<file path="config.mk">
export PLATFORM = sky130hd
export DESIGN_NAME = rom_chip_select_controller
export DESIGN_NICKNAME = d
export VERILOG_FILES = /design/src/rom_chip_select_controller.v /design/src/rom_wait_timer.v
export VERILOG_INCLUDE_DIRS = /design/src
export SDC_FILE = /design/constraint.sdc
export NUM_CORES = 1
export LEC_CHECK = 0
export BUFFER_PORTS_ARGS = -buffer_cell sky130_fd_sc_hd__buf_4
export CAP_MARGIN = 30
export CELL_PAD_IN_SITES_DETAIL_PLACEMENT = 2
export CELL_PAD_IN_SITES_GLOBAL_PLACEMENT = 2
export CORE_ASPECT_RATIO = 0.6
export CORE_MARGIN = 2
export CORE_UTILIZATION = 29
export DETAILED_ROUTE_END_ITERATION = 8
export PLACE_DENSITY_LB_ADDON = 0.2
export REMOVE_ABC_BUFFERS = 1
export SKIP_CTS_REPAIR_TIMING = 1
export SYNTH_ARGS = -nofsm -noshare
export SYNTH_HDL_FRONTEND = slang
export SYNTH_HIERARCHICAL = 1
export SYNTH_SLANG_ARGS = --single-unit
</file>
<file path="constraint.sdc">
create_clock -name CLK_SYS -period 6 [get_ports CLK_SYS]
set_input_delay 0.9 -clock CLK_SYS [delete_from_list [all_inputs] [get_ports CLK_SYS]]
set_output_delay 0.9 -clock CLK_SYS [all_outputs]
set_load 0.03 [all_outputs]
</file>
<file path="src/rom_cs_defines.vh">
// Offsets, field positions, masks, reset values and codes for the ROM chip select controller
`ifndef ROM_CS_DEFINES_VH
`define ROM_CS_DEFINES_VH
`define OFS_BOOT_CTL        12'h050
`define OFS_SECOND_CTL      12'h054
`define OFS_THIRD_CTL       12'h056
`define OFS_PIN_FUNC        12'hC24
`define OFS_REGION_ATTR     12'h0A0
// Control register fields
`define CTL_FIRST_LSB       0
`define CTL_FIRST_MSB       2
`define CTL_SUB_LSB         4
`define CTL_SUB_MSB         5
`define CTL_MODE_BIT        8
`define CTL_WIDTH_LSB       9
`define CTL_WIDTH_MSB       10
`define CTL_BUS_BIT         12
`define CTL_MASK            16'h1777
`define CTL_RESET           16'h0007
`define SECOND_CTL_RESET    16'h0007
`define PIN_FUNC_MASK       16'h0006
`define PIN_FUNC_RESET      16'h0000
`define PIN_FIRST_BIT       1
`define PIN_SECOND_BIT      2
// Width codes
`define WIDTH_8             2'h0
`define WIDTH_16            2'h1
`define WIDTH_32            2'h2
// Region attribute fields, one nibble per select
`define ATTR_EXEC_BIT       0
`define ATTR_CACHE_BIT      1
`define ATTR_WP_BIT         2
`define ATTR_RESET          16'h0000
// Each select decodes up to 64 Mbytes
`define REGION_ADDR_BITS    26
`endif

</file>
<file path="src/rom_chip_select_controller.v">
// ROM chip select controller: decode, straps, control registers, shared pins, strobes
`timescale 1ns/10ps
`include "rom_cs_defines.vh"
module rom_chip_select_controller (
  input  wire        CLK_SYS,
  input  wire        RST,
  // Straps and power good, asynchronous pins
  input  wire        PWR_GOOD,
  input  wire        BOOT_BUS_STRAP,
  input  wire [1:0]  BOOT_WIDTH_STRAPS,
  // Configuration register port
  input  wire        CFG_WR,
  input  wire        CFG_RD,
  input  wire [11:0] CFG_ADDR,
  input  wire [15:0] CFG_WDATA,
  output reg  [15:0] CFG_RDATA,
  // Processor access request, already decoded to a select
  input  wire        ACC_REQ,
  input  wire        ACC_WRITE,
  input  wire        ACC_EXEC,
  input  wire        ACC_CACHE,
  input  wire        ACC_IN_PAGE,
  input  wire [1:0]  ACC_SEL,
  input  wire [25:0] ACC_ADDR,
  input  wire [31:0] ACC_WDATA,
  output reg  [31:0] ACC_RDATA,
  output wire        ACC_READY,
  output reg         ACC_FAULT,
  output wire        ACC_CACHEABLE,
  // General-purpose chip selects from the GP bus controller
  input  wire        FIRST_GP_SELECT_IN,
  input  wire        SECOND_GP_SELECT_IN,
  // Pins
  output reg         BOOT_ROM_SELECT_N,
  output reg         SHARED_PIN1_N,
  output reg         SHARED_PIN2_N,
  output reg  [25:0] GP_ADDR,
  input  wire [15:0] GP_DATA_IN,
  input  wire [31:0] SDRAM_DATA_IN,
  output reg  [15:0] GP_DATA_OUT,
  output reg         GP_DATA_OE,
  output reg  [31:0] SDRAM_DATA_OUT,
  output reg         SDRAM_DATA_OE,
  output reg         ROM_BUFFER_OUTPUT_ENABLE_N,
  output reg         ROM_READ_STROBE_N,
  output reg         ROM_WRITE_STROBE_N,
  output wire        SDRAM_BUFFER_BYPASS
);
  localparam ST_IDLE  = 2'h0;
  localparam ST_WAIT  = 2'h1;
  localparam ST_DONE  = 2'h2;

  function [15:0] ctl_write;
    input [15:0] d;
    reg   [15:0] v;
    begin
      v = d & `CTL_MASK;
      // A 32-bit bank on the GP data bus is illegal; fall back to 16 bits
      if (!v[`CTL_BUS_BIT] && v[`CTL_WIDTH_MSB:`CTL_WIDTH_LSB] != `WIDTH_8)
        v[`CTL_WIDTH_MSB:`CTL_WIDTH_LSB] = `WIDTH_16;
      ctl_write = v;
    end
  endfunction

  // Power good and straps pass two flops before use
  reg       pg_s1_r, pg_s2_r, pg_s3_r;
  reg [2:0] strap_s1_r, strap_s2_r;
  reg [15:0] boot_ctl_r, second_ctl_r, third_ctl_r, pin_func_r, attr_r;
  reg [15:0] boot_ctl_nxt;
  reg [1:0] state_r;
  reg [15:0] cur_ctl_r;
  reg       is_write_r;
  reg       read_ack_r;

  always @(posedge CLK_SYS or posedge RST) begin
    if (RST) begin
      pg_s1_r    <= 1'b0;
      pg_s2_r    <= 1'b0;
      pg_s3_r    <= 1'b0;
      strap_s1_r <= 3'h0;
      strap_s2_r <= 3'h0;
    end else begin
      pg_s1_r    <= PWR_GOOD;
      pg_s2_r    <= pg_s1_r;
      pg_s3_r    <= pg_s2_r;
      strap_s1_r <= {BOOT_BUS_STRAP, BOOT_WIDTH_STRAPS};
      strap_s2_r <= strap_s1_r;
    end
  end

  wire pg_rise = pg_s2_r && !pg_s3_r;

  always @* begin
    boot_ctl_nxt = boot_ctl_r;
    if (CFG_WR && CFG_ADDR == `OFS_BOOT_CTL)
      boot_ctl_nxt = (CFG_WDATA & `CTL_MASK);
    if (pg_rise) begin
      boot_ctl_nxt[`CTL_BUS_BIT] = strap_s2_r[2];
      boot_ctl_nxt[`CTL_WIDTH_MSB:`CTL_WIDTH_LSB] = strap_s2_r[1:0];
    end else if (CFG_WR && CFG_ADDR == `OFS_BOOT_CTL) begin
      // Strap-derived fields stay as latched
      boot_ctl_nxt[`CTL_BUS_BIT] = boot_ctl_r[`CTL_BUS_BIT];
      boot_ctl_nxt[`CTL_WIDTH_MSB:`CTL_WIDTH_LSB] = boot_ctl_r[`CTL_WIDTH_MSB:`CTL_WIDTH_LSB];
    end
  end

  always @(posedge CLK_SYS or posedge RST) begin
    if (RST) begin
      boot_ctl_r   <= `CTL_RESET;
      second_ctl_r <= `SECOND_CTL_RESET;
      third_ctl_r  <= `SECOND_CTL_RESET;
      pin_func_r   <= `PIN_FUNC_RESET;
      attr_r       <= `ATTR_RESET;
    end else begin
      boot_ctl_r <= boot_ctl_nxt;
      if (CFG_WR) begin
        case (CFG_ADDR)
          `OFS_SECOND_CTL:  second_ctl_r <= ctl_write(CFG_WDATA);
          `OFS_THIRD_CTL:   third_ctl_r  <= ctl_write(CFG_WDATA);
          `OFS_PIN_FUNC:    pin_func_r   <= CFG_WDATA & `PIN_FUNC_MASK;
          `OFS_REGION_ATTR: attr_r       <= CFG_WDATA;
          default: ;
        endcase
      end
    end
  end

  always @(posedge CLK_SYS or posedge RST) begin
    if (RST) begin
      CFG_RDATA <= 16'h0000;
    end else if (CFG_RD) begin
      case (CFG_ADDR)
        `OFS_BOOT_CTL:    CFG_RDATA <= boot_ctl_r;
        `OFS_SECOND_CTL:  CFG_RDATA <= second_ctl_r;
        `OFS_THIRD_CTL:   CFG_RDATA <= third_ctl_r;
        `OFS_PIN_FUNC:    CFG_RDATA <= pin_func_r;
        `OFS_REGION_ATTR: CFG_RDATA <= attr_r;
        default:          CFG_RDATA <= 16'h0000;
      endcase
    end
  end

  // Select 1 and 2 are only usable when their pin is given to the ROM function
  wire rom1_pin = !pin_func_r[`PIN_FIRST_BIT];
  wire rom2_pin = !pin_func_r[`PIN_SECOND_BIT];
  wire sel_ok   = (ACC_SEL == 2'h0) || (ACC_SEL == 2'h1 && rom1_pin) || (ACC_SEL == 2'h2 && rom2_pin);
  wire [15:0] sel_ctl = (ACC_SEL == 2'h1) ? second_ctl_r : (ACC_SEL == 2'h2) ? third_ctl_r : boot_ctl_r;
  wire [7:0]  sel_attr = (ACC_SEL == 2'h1) ? {5'h00, attr_r[6:4]} :
                         (ACC_SEL == 2'h2) ? {5'h00, attr_r[10:8]} : {5'h00, attr_r[2:0]};
  wire attr_bad = (ACC_WRITE && sel_attr[`ATTR_WP_BIT]) || (ACC_EXEC && !sel_attr[`ATTR_EXEC_BIT]);
  assign ACC_CACHEABLE = ACC_CACHE && sel_attr[`ATTR_CACHE_BIT];

  // Page mode uses the short delay only for in-page follow-on accesses
  wire use_sub = sel_ctl[`CTL_MODE_BIT] && ACC_IN_PAGE;
  wire [2:0] waits = use_sub ? {1'b0, sel_ctl[`CTL_SUB_MSB:`CTL_SUB_LSB]}
                             : sel_ctl[`CTL_FIRST_MSB:`CTL_FIRST_LSB];
  wire start = (state_r == ST_IDLE) && ACC_REQ && sel_ok && !attr_bad;
  wire timer_done;

  rom_wait_timer u_timer (
    .clk   (CLK_SYS),
    .rst   (RST),
    .start (start),
    .waits (waits),
    .done  (timer_done)
  );

  always @(posedge CLK_SYS or posedge RST) begin
    if (RST) begin
      state_r    <= ST_IDLE;
      cur_ctl_r  <= 16'h0000;
      is_write_r <= 1'b0;
      read_ack_r <= 1'b0;
      ACC_FAULT  <= 1'b0;
      ACC_RDATA  <= 32'h00000000;
      GP_ADDR    <= 26'h0000000;
      BOOT_ROM_SELECT_N          <= 1'b1;
      ROM_BUFFER_OUTPUT_ENABLE_N <= 1'b1;
      ROM_READ_STROBE_N          <= 1'b1;
      ROM_WRITE_STROBE_N         <= 1'b1;
      GP_DATA_OUT    <= 16'h0000;
      GP_DATA_OE     <= 1'b0;
      SDRAM_DATA_OUT <= 32'h00000000;
      SDRAM_DATA_OE  <= 1'b0;
    end else begin
      ACC_FAULT  <= 1'b0;
      read_ack_r <= 1'b0;
      case (state_r)
        ST_IDLE: begin
          if (ACC_REQ && (!sel_ok || attr_bad)) begin
            ACC_FAULT <= 1'b1;
          end else if (start) begin
            state_r    <= ST_WAIT;
            cur_ctl_r  <= sel_ctl;
            is_write_r <= ACC_WRITE;
            GP_ADDR    <= ACC_ADDR;
            BOOT_ROM_SELECT_N          <= (ACC_SEL != 2'h0);
            ROM_BUFFER_OUTPUT_ENABLE_N <= 1'b0;
            ROM_READ_STROBE_N          <= ACC_WRITE;
            ROM_WRITE_STROBE_N         <= !ACC_WRITE;
            if (ACC_WRITE) begin
              GP_DATA_OUT    <= ACC_WDATA[15:0];
              GP_DATA_OE     <= !sel_ctl[`CTL_BUS_BIT];
              SDRAM_DATA_OUT <= ACC_WDATA;
              SDRAM_DATA_OE  <= sel_ctl[`CTL_BUS_BIT];
            end
          end
        end
        ST_WAIT: begin
          if (timer_done) begin
            state_r <= ST_DONE;
            if (!is_write_r) begin
              read_ack_r <= 1'b1;
              // Data comes straight off the pins, never through SDRAM buffers
              if (cur_ctl_r[`CTL_BUS_BIT]) begin
                case (cur_ctl_r[`CTL_WIDTH_MSB:`CTL_WIDTH_LSB])
                  `WIDTH_8:  ACC_RDATA <= {24'h000000, SDRAM_DATA_IN[7:0]};
                  `WIDTH_16: ACC_RDATA <= {16'h0000, SDRAM_DATA_IN[15:0]};
                  default:   ACC_RDATA <= SDRAM_DATA_IN;
                endcase
              end else begin
                case (cur_ctl_r[`CTL_WIDTH_MSB:`CTL_WIDTH_LSB])
                  `WIDTH_8: ACC_RDATA <= {24'h000000, GP_DATA_IN[7:0]};
                  default:  ACC_RDATA <= {16'h0000, GP_DATA_IN};
                endcase
              end
            end
          end
        end
        ST_DONE: begin
          state_r <= ST_IDLE;
          BOOT_ROM_SELECT_N          <= 1'b1;
          ROM_BUFFER_OUTPUT_ENABLE_N <= 1'b1;
          ROM_READ_STROBE_N          <= 1'b1;
          ROM_WRITE_STROBE_N         <= 1'b1;
          GP_DATA_OE    <= 1'b0;
          SDRAM_DATA_OE <= 1'b0;
        end
        default: state_r <= ST_IDLE;
      endcase
    end
  end

  wire active = (state_r != ST_IDLE);
  // Writes finish when the strobe ends; reads when data is captured
  assign ACC_READY = read_ack_r || (state_r == ST_DONE && is_write_r);
  // Held while any ROM cycle runs so the SDRAM side keeps its buffers out of it
  assign SDRAM_BUFFER_BYPASS = active;

  // Shared pins carry only the chosen function
  always @(posedge CLK_SYS or posedge RST) begin
    if (RST) begin
      SHARED_PIN1_N <= 1'b1;
      SHARED_PIN2_N <= 1'b1;
    end else begin
      SHARED_PIN1_N <= rom1_pin ? !(start && ACC_SEL == 2'h1) && !(active && !SHARED_PIN1_N && state_r != ST_DONE)
                                : !FIRST_GP_SELECT_IN;
      SHARED_PIN2_N <= rom2_pin ? !(start && ACC_SEL == 2'h2) && !(active && !SHARED_PIN2_N && state_r != ST_DONE)
                                : !SECOND_GP_SELECT_IN;
    end
  end
endmodule // rom_chip_select_controller

</file>
<file path="src/rom_wait_timer.v">
// Wait state counter for one ROM access
`timescale 1ns/10ps
module rom_wait_timer (
  input  wire       clk,
  input  wire       rst,
  input  wire       start,
  input  wire [2:0] waits,
  output reg        done
);
  reg [2:0] cnt_r;
  reg       busy_r;
  always @(posedge clk or posedge rst) begin
    if (rst) begin
      cnt_r  <= 3'h0;
      busy_r <= 1'b0;
      done   <= 1'b0;
    end else begin
      done <= 1'b0;
      if (start && !busy_r) begin
        if (waits == 3'h0) begin
          done <= 1'b1;
        end else begin
          cnt_r  <= waits;
          busy_r <= 1'b1;
        end
      end else if (busy_r) begin
        if (cnt_r == 3'h1) begin
          busy_r <= 1'b0;
          done   <= 1'b1;
        end
        cnt_r <= cnt_r - 3'h1;
      end
    end
  end
endmodule // rom_wait_timer

</file>
Word level (Yosys, flattened, before mapping)

Cells that the tools add are included.

Bits in registers: 210
Input bits: 151
Output and inout bits: 134
Logic and storage cells: 172

Add/subtract/negate cells: 1
Equal/unequal tests: 17
Muxes and demuxes: 54
Bitwise operators: 2
Reductions and logical operators: 66

Operators by type and width:

| cell                 | count |
|---|---|
| $pmux 16 s5          | 1 |
| $pmux 32 s2          | 1 |
| $eq 12x7->1 const B  | 3 |
| $mux 32              | 1 |
| $mux 1               | 30 |
| $mux 13              | 2 |
| $logic_and 1x1->1    | 23 |
| $logic_not 1->1      | 18 |
| $mux 3               | 6 |
| $mux 16              | 1 |
| $eq 12x12->1 const B | 1 |
| $eq 12x8->1 const B  | 1 |
| $pmux 1 s2           | 6 |
| $reduce_and 3->1     | 4 |
| $mux 2               | 5 |
| $ne 2x2->1 const B   | 5 |
| $reduce_and 2->1     | 5 |
| $reduce_bool 2->1    | 5 |
| $reduce_and 4->1     | 2 |
| $eq 2x1->1 const B   | 3 |
| $logic_not 2->1      | 3 |
| $logic_or 1x1->1     | 5 |
| $eq 2x2->1 const B   | 2 |
| $pmux 2 s2           | 1 |
| 5 further kinds      | 6 |

Depth between registers and ports, before layout

Gate-level depths: netlist (run 1).

Word-level depth: 12
Depth in mapped cells: 10

Cells and area by module

Netlist (run 1), hierarchy kept.

By module, submodules not included:

| module                     | instances | cells each | area an instance (um^2) |
|---|---|---|---|
| rom_chip_select_controller | 1         | 623        | 7932.6 |
| rom_wait_timer             | 1         | 28         | 277.8 |

Worst setup path after synthesis (run 1)

Ideal clock, no wire load.

Kind: in2out
Start point: input port ACC_SEL[0]
End point: output port ACC_CACHEABLE
Arrival: 2.119 ns
Required time: 5.100 ns
Slack: 2.981 ns
Cell stages on the path: 4
Path buffers: 1
Cells stage by stage: buf_2 > nor2b_1 > a22oi_1 > a21boi_0

Word-level cells in the longest chain between the ends: 4
Elaborated cells between the ends (all ways): 5

Ends and longest elaborated chain:

| element             | RTL line                         | text |
|---|---|---|
| from (decl)         | rom_chip_select_controller.v:23  | `input wire [1:0] ACC_SEL,` |
| $eq 2x2->1          | rom_chip_select_controller.v:149 | `(ACC_SEL == 2'h2) ? {5'h00, attr_r[10:8]} : {5'h00, attr_r[2:0]};` |
| $mux 3              | rom_chip_select_controller.v:149 |  |
| $mux 3 *            | rom_chip_select_controller.v:148 | `wire [7:0] sel_attr = (ACC_SEL == 2'h1) ? {5'h00, attr_r[6:4]} :` |
| $logic_and 1x1->1 * | rom_chip_select_controller.v:151 | `` assign ACC_CACHEABLE = ACC_CACHE && sel_attr[`ATTR_CACHE_BIT]; `` |
| to (decl)           | rom_chip_select_controller.v:29  | `output wire ACC_CACHEABLE,` |

Mark *: on every way between the ends. The rest lies on a longest branch, timed or not.

Final worst setup path (run 1)

Start point: input port ACC_SEL[1]
End point: register u_timer.cnt_r[1]

Word-level cells in the longest chain between the ends: 11
Elaborated cells between the ends (all ways): 27

Ends and longest elaborated chain:

| element                                                   | RTL line                                                           | text |
|---|---|---|
| $eq 2x2->1                                                | rom_chip_select_controller.v:146, rom_chip_select_controller.v:149 |  |
| $mux 3                                                    | rom_chip_select_controller.v:149                                   |  |
| $mux 3                                                    | rom_chip_select_controller.v:148                                   |  |
| $logic_not 1->1                                           | rom_chip_select_controller.v:150                                   | `` wire attr_bad = (ACC_WRITE && sel_attr[`ATTR_WP_BIT]) \|\| (ACC_EXEC && !sel_attr[`ATTR_EXEC_BIT]); `` |
| $logic_and 1x1->1                                         | rom_chip_select_controller.v:150                                   |  |
| $logic_or 1x1->1                                          | rom_chip_select_controller.v:150                                   |  |
| $logic_not 1->1                                           | rom_chip_select_controller.v:157                                   | `wire start = (state_r == ST_IDLE) && ACC_REQ && sel_ok && !attr_bad;` |
| $logic_and 1x1->1 *                                       | rom_chip_select_controller.v:157                                   |  |
| net start                                                 | rom_chip_select_controller.v:157                                   |  |
| $logic_and 1x1->1 *                                       | rom_wait_timer.v:19                                                | `if (start && !busy_r) begin` |
| $ne 2x2->1 (no line) or $reduce_bool 2->1 (tied branches) | -                                                                  |  |
| $reduce_and 2->1 (no line)                                | -                                                                  |  |
| to (signal assigned)                                      | rom_wait_timer.v:23                                                | `cnt_r <= waits;` |
| to (signal assigned)                                      | rom_wait_timer.v:31                                                | `cnt_r <= cnt_r - 3'h1;` |
| to (decl)                                                 | rom_wait_timer.v:10                                                | `reg [2:0] cnt_r;` |

The timed path passes the listed nets; every way through them passes the cells marked *. The select of a mux whose other input is x is not followed.
A chain may end at the register's enable or synchronous reset.

==> flow_summary.ini, run 1 <==
[logic_synthesis]
postSynth.asyncResetShare_pct = 100.0
ys_ff_latch = 184
synth-edff-count = 0
syn_area_sq_um = 8210
synth_commonest_cells = 169 x dfrtp_1, 74 x nand2_1, 60 x mux2_2, 52 x mux2_4, 36 x o21ai_0
syn_avg_cell_area_sq_um = 12.61
synth_largest_area_cell = dfrtp_1
ys_top_cells_by_area = dfrtp_1 52%, mux2_4 9.5%, mux2_2 8.2%
synth_top_area_share_pct = 51.51
syn_inst = 651
seq_area_frac_synth_pct = 56.31
synth_top_flop_cell = dfrtp_1
synth.most_common_cell = dfrtp_1
yosysUniqueCellTypes = 54
ys_warn_count = 6

[sta]
slew_headroom_pct = 44.40
finalCritPeriodShare_pct = 52.67
rsz0062_at_grt = false
final.min_clock_period_ps = 3160
final.setup.tns_ps = 0
worst_slack_ps = 2840
skew_ps = 7.928
tightest_slew_ps = 828.4
hold_viol_final = 0
max_freq_ghz = 0.3164
drv_slew = 0
setup_viol = 0

[die]
fp.dieW_um = 221.2
ioPinCount = 285
die_h_um = 134.3
die_area_sq_um = 29720
rows = 47
start_util_pct = 29.64
coreArea_sq_um = 27700

[clocking]
cts.clk_slew.worst_paths_ps = 80
clock_tree.buffer_depth = 2
numCtsBuffers = 17
cts_root_buf = clkbuf_16
cts_tree = built
clock_sinks = 184
cts.htree.levels = 4
insertion_delay_ps = 440

[drt]
post_drt_wl_per_cell_um = 21.50
first_iter_violations = 271
drt-pass1-iter-count = 4
vias = 6141
drt-total-wl_um = 27780
drc = 0
met1_length_um = 13130
final_antenna_net_count = 0
wl_met2_um = 12470
dr_wl_met3_um = 1894
viasPerCell = 4.753
highest_layer = met4

[final_layout]
multi_input_area_sq_um = 3253
fillers = 2881
syn2layout_area_growth_pct = 36.59
final_cells = 1292
seqCellArea_sq_um = 4623
nets = 1063
drive_gt1_share_pct = 49.73

[setup_path]
path_cells = buf_4 -> xor2_2 -> a21oi_1 -> nor4_4 -> nand2_4 -> inv_1 -> o31ai_2 -> a221oi_1 -> a21oi_1
critPathBufInv = 2
crit_arrival_ps = 3470
worst-setup-path-type = primary input to flip-flop
cp_common_cell = a21oi_1
worstPathMaxFanout = 35
crit_family = simple AND/OR/NAND/NOR gates
startpoint_type = primary input
cp-end-kind = flip-flop
worstPathRequired_ps = 6310
worst_path_largest_cell_delay_ps = 620
slowest_stage = nor4_4

[grt]
grt_usage_pct = 19.04
grt_pass1_wl_um = 42580
grt_max_degree = 95
first_global_vias = 6853
grt_remaining_overflow = 0
antenna_found_initial = 2

[power_and_ir_drop]
leakagePower_uw = 0.005628
peakVddDrop_uv = 272.7
p_per_area_nw_per_um2 = 481.9

[placed_design]
io_buffers = 284
placed_cells = 1258
dpl_worst_slack_ps = 2332
hpwl_um = 21350
place_congestion = 0.7927

[status]
status = finished, final reports clean

[worst_hold_path]
min_path_type = flip-flop to flip-flop

[job]
drv_cap = 0
[final cells by class]
class / instances / share of cell area [%]
well taps: 367 / 4.095
clock inverters: 14 / 1.607
multi-input cells: 406 / 29.01
clock buffers: 18 / 3.916
flip-flops and latches: 184 / 41.23
inverters: 14 / 0.5355
repair buffers: 287 / 19.57
diodes: 2 / 0.04463
[cells by family (layout without fill, tap and decap cells)]
family | after synthesis | count (layout) | share of synthesized area (%)
AND/OR/NAND/NOR | 160 | 160 | 9.891
other | 0 | 2 | 0
multiplexers | 133 | 133 | 20.30
buffers and inverters | 61 | 333 | 4.252
adder cells (fa/ha/maj) | 2 | 2 | 0.3047
flip-flops | 184 | 184 | 56.31
XOR/XNOR | 2 | 2 | 0.3049
AO/OA/AOI/OAI | 109 | 109 | 8.641
[per-layer routing]
| layer | vias to the layer above | GRT usage, % |
|---|---|---|
| met2 | 164 | 28.54 |
| met1 | 3160 | 26.44 |
| met4 | 0 | 4.437 |
| li1 | 2795 | - |
| met3 | 22 | 6.550 |
| met5 | - | 0 |
[metrics by stage]
step	instance area (sq um)	hold slack (ps)	total power [uW]	utilization [%]
finish	11210	359.0	5404	40.49
global route	11210	373.2	5691	40.47
CTS	11210	356.3	5492	40.47
detailed placement	10590	337.2	4261	38.23
global placement	10540	333.5	4194	38.04
floorplan	7914	331.2	3234	-
[state kept, by name, indices dropped and copies added, names as in the netlist, 2 cells and up]
register        flops
CFG_RDATA          16
third_ctl_r        10
pin_func_r          2
GP_ADDR            26
SDRAM_DATA_OUT     17
strap_s2_r          3
strap_s1_r          3
state_r             2
GP_DATA_OUT        15
second_ctl_r       10
cur_ctl_r           3
boot_ctl_r         10
u_timer/cnt_r       3
ACC_RDATA          32
attr_r             16
[cell usage in the layout (no fill, tap or decap), types with 3 or more instances in the layout]
cell type,instances
a211oi_1,4
nand3b_1,3
inv_6,7
buf_4,285
a22oi_1,12
nor2b_1,6
o2bb2ai_1,4
mux2_4,52
and2_1,3
and3b_1,3
o21a_1,3
nand3_1,19
o21ai_0,36
nand2b_1,8
mux2_2,60
nor2_1,20
a21oi_1,17
nor3b_1,5
clkbuf_16,17
nand2_1,74
dfrtp_1,169
a22o_1,15
a21boi_0,5
inv_1,12
dfstp_2,15
mux2i_1,21
o22ai_1,3
[worst paths after layout]
check / start / to / slack (ps) / cells past startpoint
max: ACC_SEL[1] / u_timer/cnt_r[1] / 2840 / 9
max reg2reg: state_r[0] / ACC_RDATA[12] / 2890 / 5
min reg2reg: pg_s1_r / pg_s2_r / 360 / 0
min: pg_s1_r / pg_s2_r / 360 / 0
min in group asynchronous: RST / u_timer/done / 410 / 2
max in group asynchronous: RST / boot_ctl_r[5] / 4240 / 4
[power by group]
group          switching, uW  total [uW]  leakage, uW  internal, uW
clock                    557        1200     0.000297           646
sequential               267        1890      0.00229          1620
combinational           1350        2310      0.00304           968
Note: power is estimated with default switching activity, not from simulation.
==> run 2: changes to the inputs <==
Clock period 6 ns to 2.9 ns, I/O delays scaled along.
==> flow_summary.ini, run 2 (synthesis results as in run 1) <==
[final_layout]
top_regs = ACC_RDATA x32, GP_ADDR x26, SDRAM_DATA_OUT x17
final_core_util_pct = 40.68
top_register = ACC_RDATA
nets = 1081
largest_reg_flops = 32
multi_input_area_sq_um = 3244
seqCellArea_sq_um = 4623
final_common_cell = buf_4
fillers = 2849
final_cell_area_sq_um = 11270
drive_gt1_share_pct = 50.48
syn2layout_area_growth_pct = 37.23
final_cells = 1309
mostFrequentLayoutCells = 302 x buf_4, 169 x dfrtp_1, 74 x nand2_1

[setup_path]
crit_arrival_ps = 2880
cp-end-kind = flip-flop
cp-startpoint = third_ctl_r[8]
r2r_start = third_ctl_r[8]
worstPathMaxFanout = 5
worstPathRequired_ps = 3220
startpoint_type = flip-flop
worst-setup-path-type = flip-flop to flip-flop

[grt]
antenna_found_initial = 1
first_global_vias = 7016
grt_usage_pct = 19.11
top_usage_layer = met2
met2_usage_pct = 28.75
grt_max_degree = 75
met3_usage_pct = 6.900
grt_pass1_wl_um = 42900
use_met1_pct = 26.28
grt_remaining_overflow = 0

[sta]
hold_viol_final = 0
skew_ps = 17.81
drv_slew = 0
finalCritPeriodShare_pct = 88.43
setup_viol = 0
tightest_slew_ps = 791.3
slew_headroom_pct = 46.89
rsz0062_at_grt = false
final.min_clock_period_ps = 2564
max_freq_ghz = 0.3899

[placed_design]
place_area_sq_um = 10690
placed_cells = 1275
hpwl_um = 20930
place_congestion = 0.7713
io_buffers = 284

[worst_hold_path]
hold_start = BOOT_WIDTH_STRAPS[1]
min_path_type = primary input to flip-flop

[job]
drv_cap = 0

[clocking]
cts.clk_slew.worst_paths_ps = 70
cts_tree = built
cts_root_buf = clkbuf_16
clock_sinks = 184
cts.htree.levels = 4
numCtsBuffers = 17
clock_tree.buffer_depth = 2
insertion_delay_ps = 460

[drt]
post_drt_wl_per_cell_um = 21.17
first_iter_violations = 208
vias = 6183
drt-pass1-iter-count = 4
final_antenna_net_count = 0
drc = 0
viasPerCell = 4.723
drt-total-wl_um = 27720

[die]
die_area_sq_um = 29720
start_util_pct = 29.64
coreArea_sq_um = 27700
die_h_um = 134.3
rows = 47
ioPinCount = 285
fp.dieW_um = 221.2

[power_and_ir_drop]
peakVddDrop_uv = 603.4
power_uw = 10900
leakagePower_uw = 0.005675
p_per_area_nw_per_um2 = 967.8

[status]
status = finished, final reports clean
run 2: cell types whose count changed in the layout (fill, tap and decap cells not counted), sizes merged:
| cell | change |
|---|---|
| clkinvlp | -1 |
| inv | -1 |
| dlygate4sd3 | +1 |
| clkinv | +4 |
| buf | +17 |
| bufinv | -2 |
| diode | -1 |
run 2: worst max-delay path, cell delays in order, from the launching register on:
cell	delay, ps
dfrtp_1	400
and3b_1	200
a211oi_1	340
nand2b_1	290
mux2i_1	120
a211oi_1	500
o31ai_2	160
a221oi_1	340
a21oi_1	80
run 2: area by class of cell:
type | count | area share (%)
timing repair buffer | 305 | 20.57
inverter | 14 | 0.5330
sequential | 184 | 41.03
antenna | 1 | 0.02221
clock inverter | 14 | 1.166
clock buffer | 18 | 3.809
multi-input combinational | 406 | 28.79
tap | 367 | 4.075
run 2: final timing paths:
check | to | slack [ps] | cells past startpoint
min in group asynchronous | u_timer/cnt_r[1] | 500 | 3
worst min register to register | strap_s2_r[1] | 360 | 0
worst max register to register | u_timer/cnt_r[1] | 340 | 8
max in group asynchronous | ROM_WRITE_STROBE_N | 1520 | 4
worst min-delay path | strap_s1_r[1] | 90 | 1
worst max-delay path | u_timer/cnt_r[1] | 340 | 8
run 2: per-layer routing:
layer | share of wire [%] | vias up
met5 | 0 | -
met4 | 1.1 | 0
met3 | 7.1 | 19
met2 | 45 | 149
met1 | 46 | 3197
li1 | - | 2818
run 2: through the flow:
| stage | setup WS, ps | TNS, ps | hold WS, ps |
|---|---|---|---|
| finish | 335.5 | 0 | 87.64 |
| global route | 102.8 | 0 | 52.38 |
| global placement | 225.5 | 0 | 334.0 |
| CTS | 336.4 | 0 | -84.23 |
| floorplan | -2369 | -403870 | 213.5 |
| detailed placement | 69.19 | 0 | 335.6 |
run 2: report_power, final:
| part | leakage (uW) | internal [uW] | total (uW) | switching [uW] |
|---|---|---|---|---|
| clock | 0.000274 | 1130 | 2270 | 1140 |
| sequential | 0.00229 | 3340 | 3880 | 539 |
| combinational | 0.00311 | 1970 | 4750 | 2780 |
==> run 3: changes to the inputs <==
Settings changed: CORE_MARGIN 2 to 5, CORE_UTILIZATION 29 to 28, SYNTH_HIERARCHICAL 1 to not set.
==> flow_summary.ini, run 3 <==
[power_and_ir_drop]
leakagePower_uw = 0.005442
p_per_area_nw_per_um2 = 923.4
seqPwrFrac_pct = 36.7
swShare_pct = 41.34
p_switching_uw = 4184
intPower_uw = 5938
combinationalPowerShare_pct = 40.2
peakVddDrop_uv = 344.0
clkPwrFrac_pct = 23.2

[die]
start_util_pct = 28.58
coreArea_sq_um = 27760
die_area_sq_um = 31910
fp.dieW_um = 227.3
rows = 47
die_h_um = 140.4
ioPinCount = 285

[sta]
finalCritPeriodShare_pct = 78.31
final.min_clock_period_ps = 2271
rsz0062_at_grt = false
skew_ps = 13.93
hold_viol_final = 0
max_freq_ghz = 0.4404
slew_headroom_pct = 57.04
tightest_slew_ps = 640.1
setup_viol = 0
worst_slack_ps = 629.1
drv_slew = 0

[placed_design]
dpl_worst_slack_ps = 367.8
hpwl_um = 21460
place_area_sq_um = 10380
io_buffers = 284
place_congestion = 0.7748

[clocking]
clock_sinks = 184
cts_root_buf = clkbuf_16
insertion_delay_ps = 450
cts.clk_slew.worst_paths_ps = 70
numCtsBuffers = 17
cts_tree = built
clock_tree.buffer_depth = 2
cts.htree.levels = 4

[final_layout]
mostFrequentLayoutCells = 300 x buf_4, 169 x dfrtp_1, 155 x nand2_1
drive_gt1_share_pct = 41.26
top_regs = ACC_RDATA x32, GP_ADDR x26, SDRAM_DATA_OUT x17
top_register = ACC_RDATA
fillers = 2952
final_common_cell = buf_4
final_core_util_pct = 39.49
antennaDiodeCount = 0
largest_reg_flops = 32
final_cell_area_sq_um = 10960
nets = 1124
syn2layout_area_growth_pct = 38.16

[setup_path]
worst-setup-path-type = flip-flop to flip-flop
worstPathRequired_ps = 3270
critPathBufInv = 1
crit_family = compound AO/OA/AOI/OAI gates
slowest_stage = dfrtp_1
crit_arrival_ps = 2640
startpoint_type = flip-flop
cp-end-kind = flip-flop
path_cells = o21ai_0 -> nand2_1 -> a211oi_1 -> nand3_1 -> buf_4 -> o32a_1
worstPathMaxFanout = 8
worst_path_largest_cell_delay_ps = 480

[status]
status = finished, final reports clean

[grt]
grt_remaining_overflow = 0
met3_usage_pct = 4.496
first_global_vias = 6989
grt_pass1_wl_um = 42930
top_usage_layer = met2
grt_usage_pct = 17.48
antenna_found_initial = 0
grt_max_degree = 67
use_met1_pct = 25.59
met2_usage_pct = 26.31

[logic_synthesis]
synth_top_flop_cell = dfrtp_1
synth_commonest_cells = 169 x dfrtp_1, 155 x nand2_1, 40 x mux2_2, 37 x mux2_1, 36 x o21ai_0
synth_top_area_share_pct = 53.30
ys_top_cells_by_area = dfrtp_1 53%, nand2_1 7.3%, mux2_2 5.7%
seq_area_frac_synth_pct = 58.27
ys_warn_count = 0
postSynth.asyncResetShare_pct = 100.0
syn_inst = 703
ys_ff_latch = 184
synth_largest_area_cell = dfrtp_1
synth-edff-count = 0
syn_area_sq_um = 7934
syn_avg_cell_area_sq_um = 11.29
synth.most_common_cell = dfrtp_1
yosysUniqueCellTypes = 57

[drt]
vias = 6362
viasPerCell = 4.709
drt-pass1-iter-count = 4
post_drt_wl_per_cell_um = 20.65
drc = 0
final_antenna_net_count = 0
drt-total-wl_um = 27900
first_iter_violations = 247

[job]
drv_cap = 0

[worst_hold_path]
min_path_type = primary input to asynchronous set/reset pin
run 3: cell types whose count changed in the layout (fill, tap and decap cells not counted), moves of 10 or more:
cell	before	now
nand3_1	19	29
mux2_2	60	40
nand2_1	74	155
mux2_4	52	0
inv_1	12	26
mux2_1	0	37
a21oi_1	17	6
a22oi_1	12	1
o22ai_1	3	16
run 3: worst paths after layout:
check                              start                 to  slack (ps)  cells past startpoint
max                        pin_func_r[1]  BOOT_ROM_SELECT_N         630                      6
min                                  RST       ACC_RDATA[3]          30                      2
max reg2reg                pin_func_r[1]  BOOT_ROM_SELECT_N         630                      6
min reg2reg                strap_s1_r[1]      strap_s2_r[1]         350                      0
max in group asynchronous            RST    second_ctl_r[2]        2040                      3
min in group CLK_SYS            PWR_GOOD            pg_s1_r          90                      1
run 3: kinds of logic after synthesis:
family | Yosys count | synth area share (%)
AOI/OAI and AO/OA | 105 | 9.321
DFF | 184 | 58.27
xor gates and xnor gates | 2 | 0.3155
and+or+nand+nor | 227 | 12.44
adders and majority gates | 2 | 0.3154
buffers and inverters | 81 | 5.251
muxes | 102 | 14.08
run 3: cell type report:
cell class | instances | area [sq um] | area share, %
Timing Repair Buffer | 302 | 2292 | 20.91
Clock inverter | 14 | 141.4 | 1.290
Inverter | 28 | 112.6 | 1.027
Sequential cell | 184 | 4623 | 42.18
Clock buffer | 18 | 439.2 | 4.006
Multi-Input combinational cell | 438 | 2894 | 26.40
Tap cell | 367 | 459.2 | 4.189
run 3: metal layers:
layer / vias to the layer above / wire, um
li1: 2948 / -
met1: 3250 / 13800
met2: 151 / 12400
met3: 13 / 1488
met4: 0 / 209
met5: - / 0
run 3: power by group through the flow:
stage	Combinational, uW	Sequential (uW)	Clock [uW]
after global routing	4340	3820	2550
after detailed placement	4140	3780	0
after CTS	4150	3730	2430
after global placement	4070	3750	0
after floorplan	853	5130	0
final	4070	3710	2340
run 3: per-stage QoR:
stage	hold WS (ps)	TNS (ps)	total power, uW	cells
final	25.19	0	10120	1351
after global routing	43.50	0	10710	1351
after CTS	24.77	0	10310	1351
after detailed placement	337.0	0	7919	1319
after global placement	333.5	0	7814	1319
after floorplan	331.2	-451420	5984	650
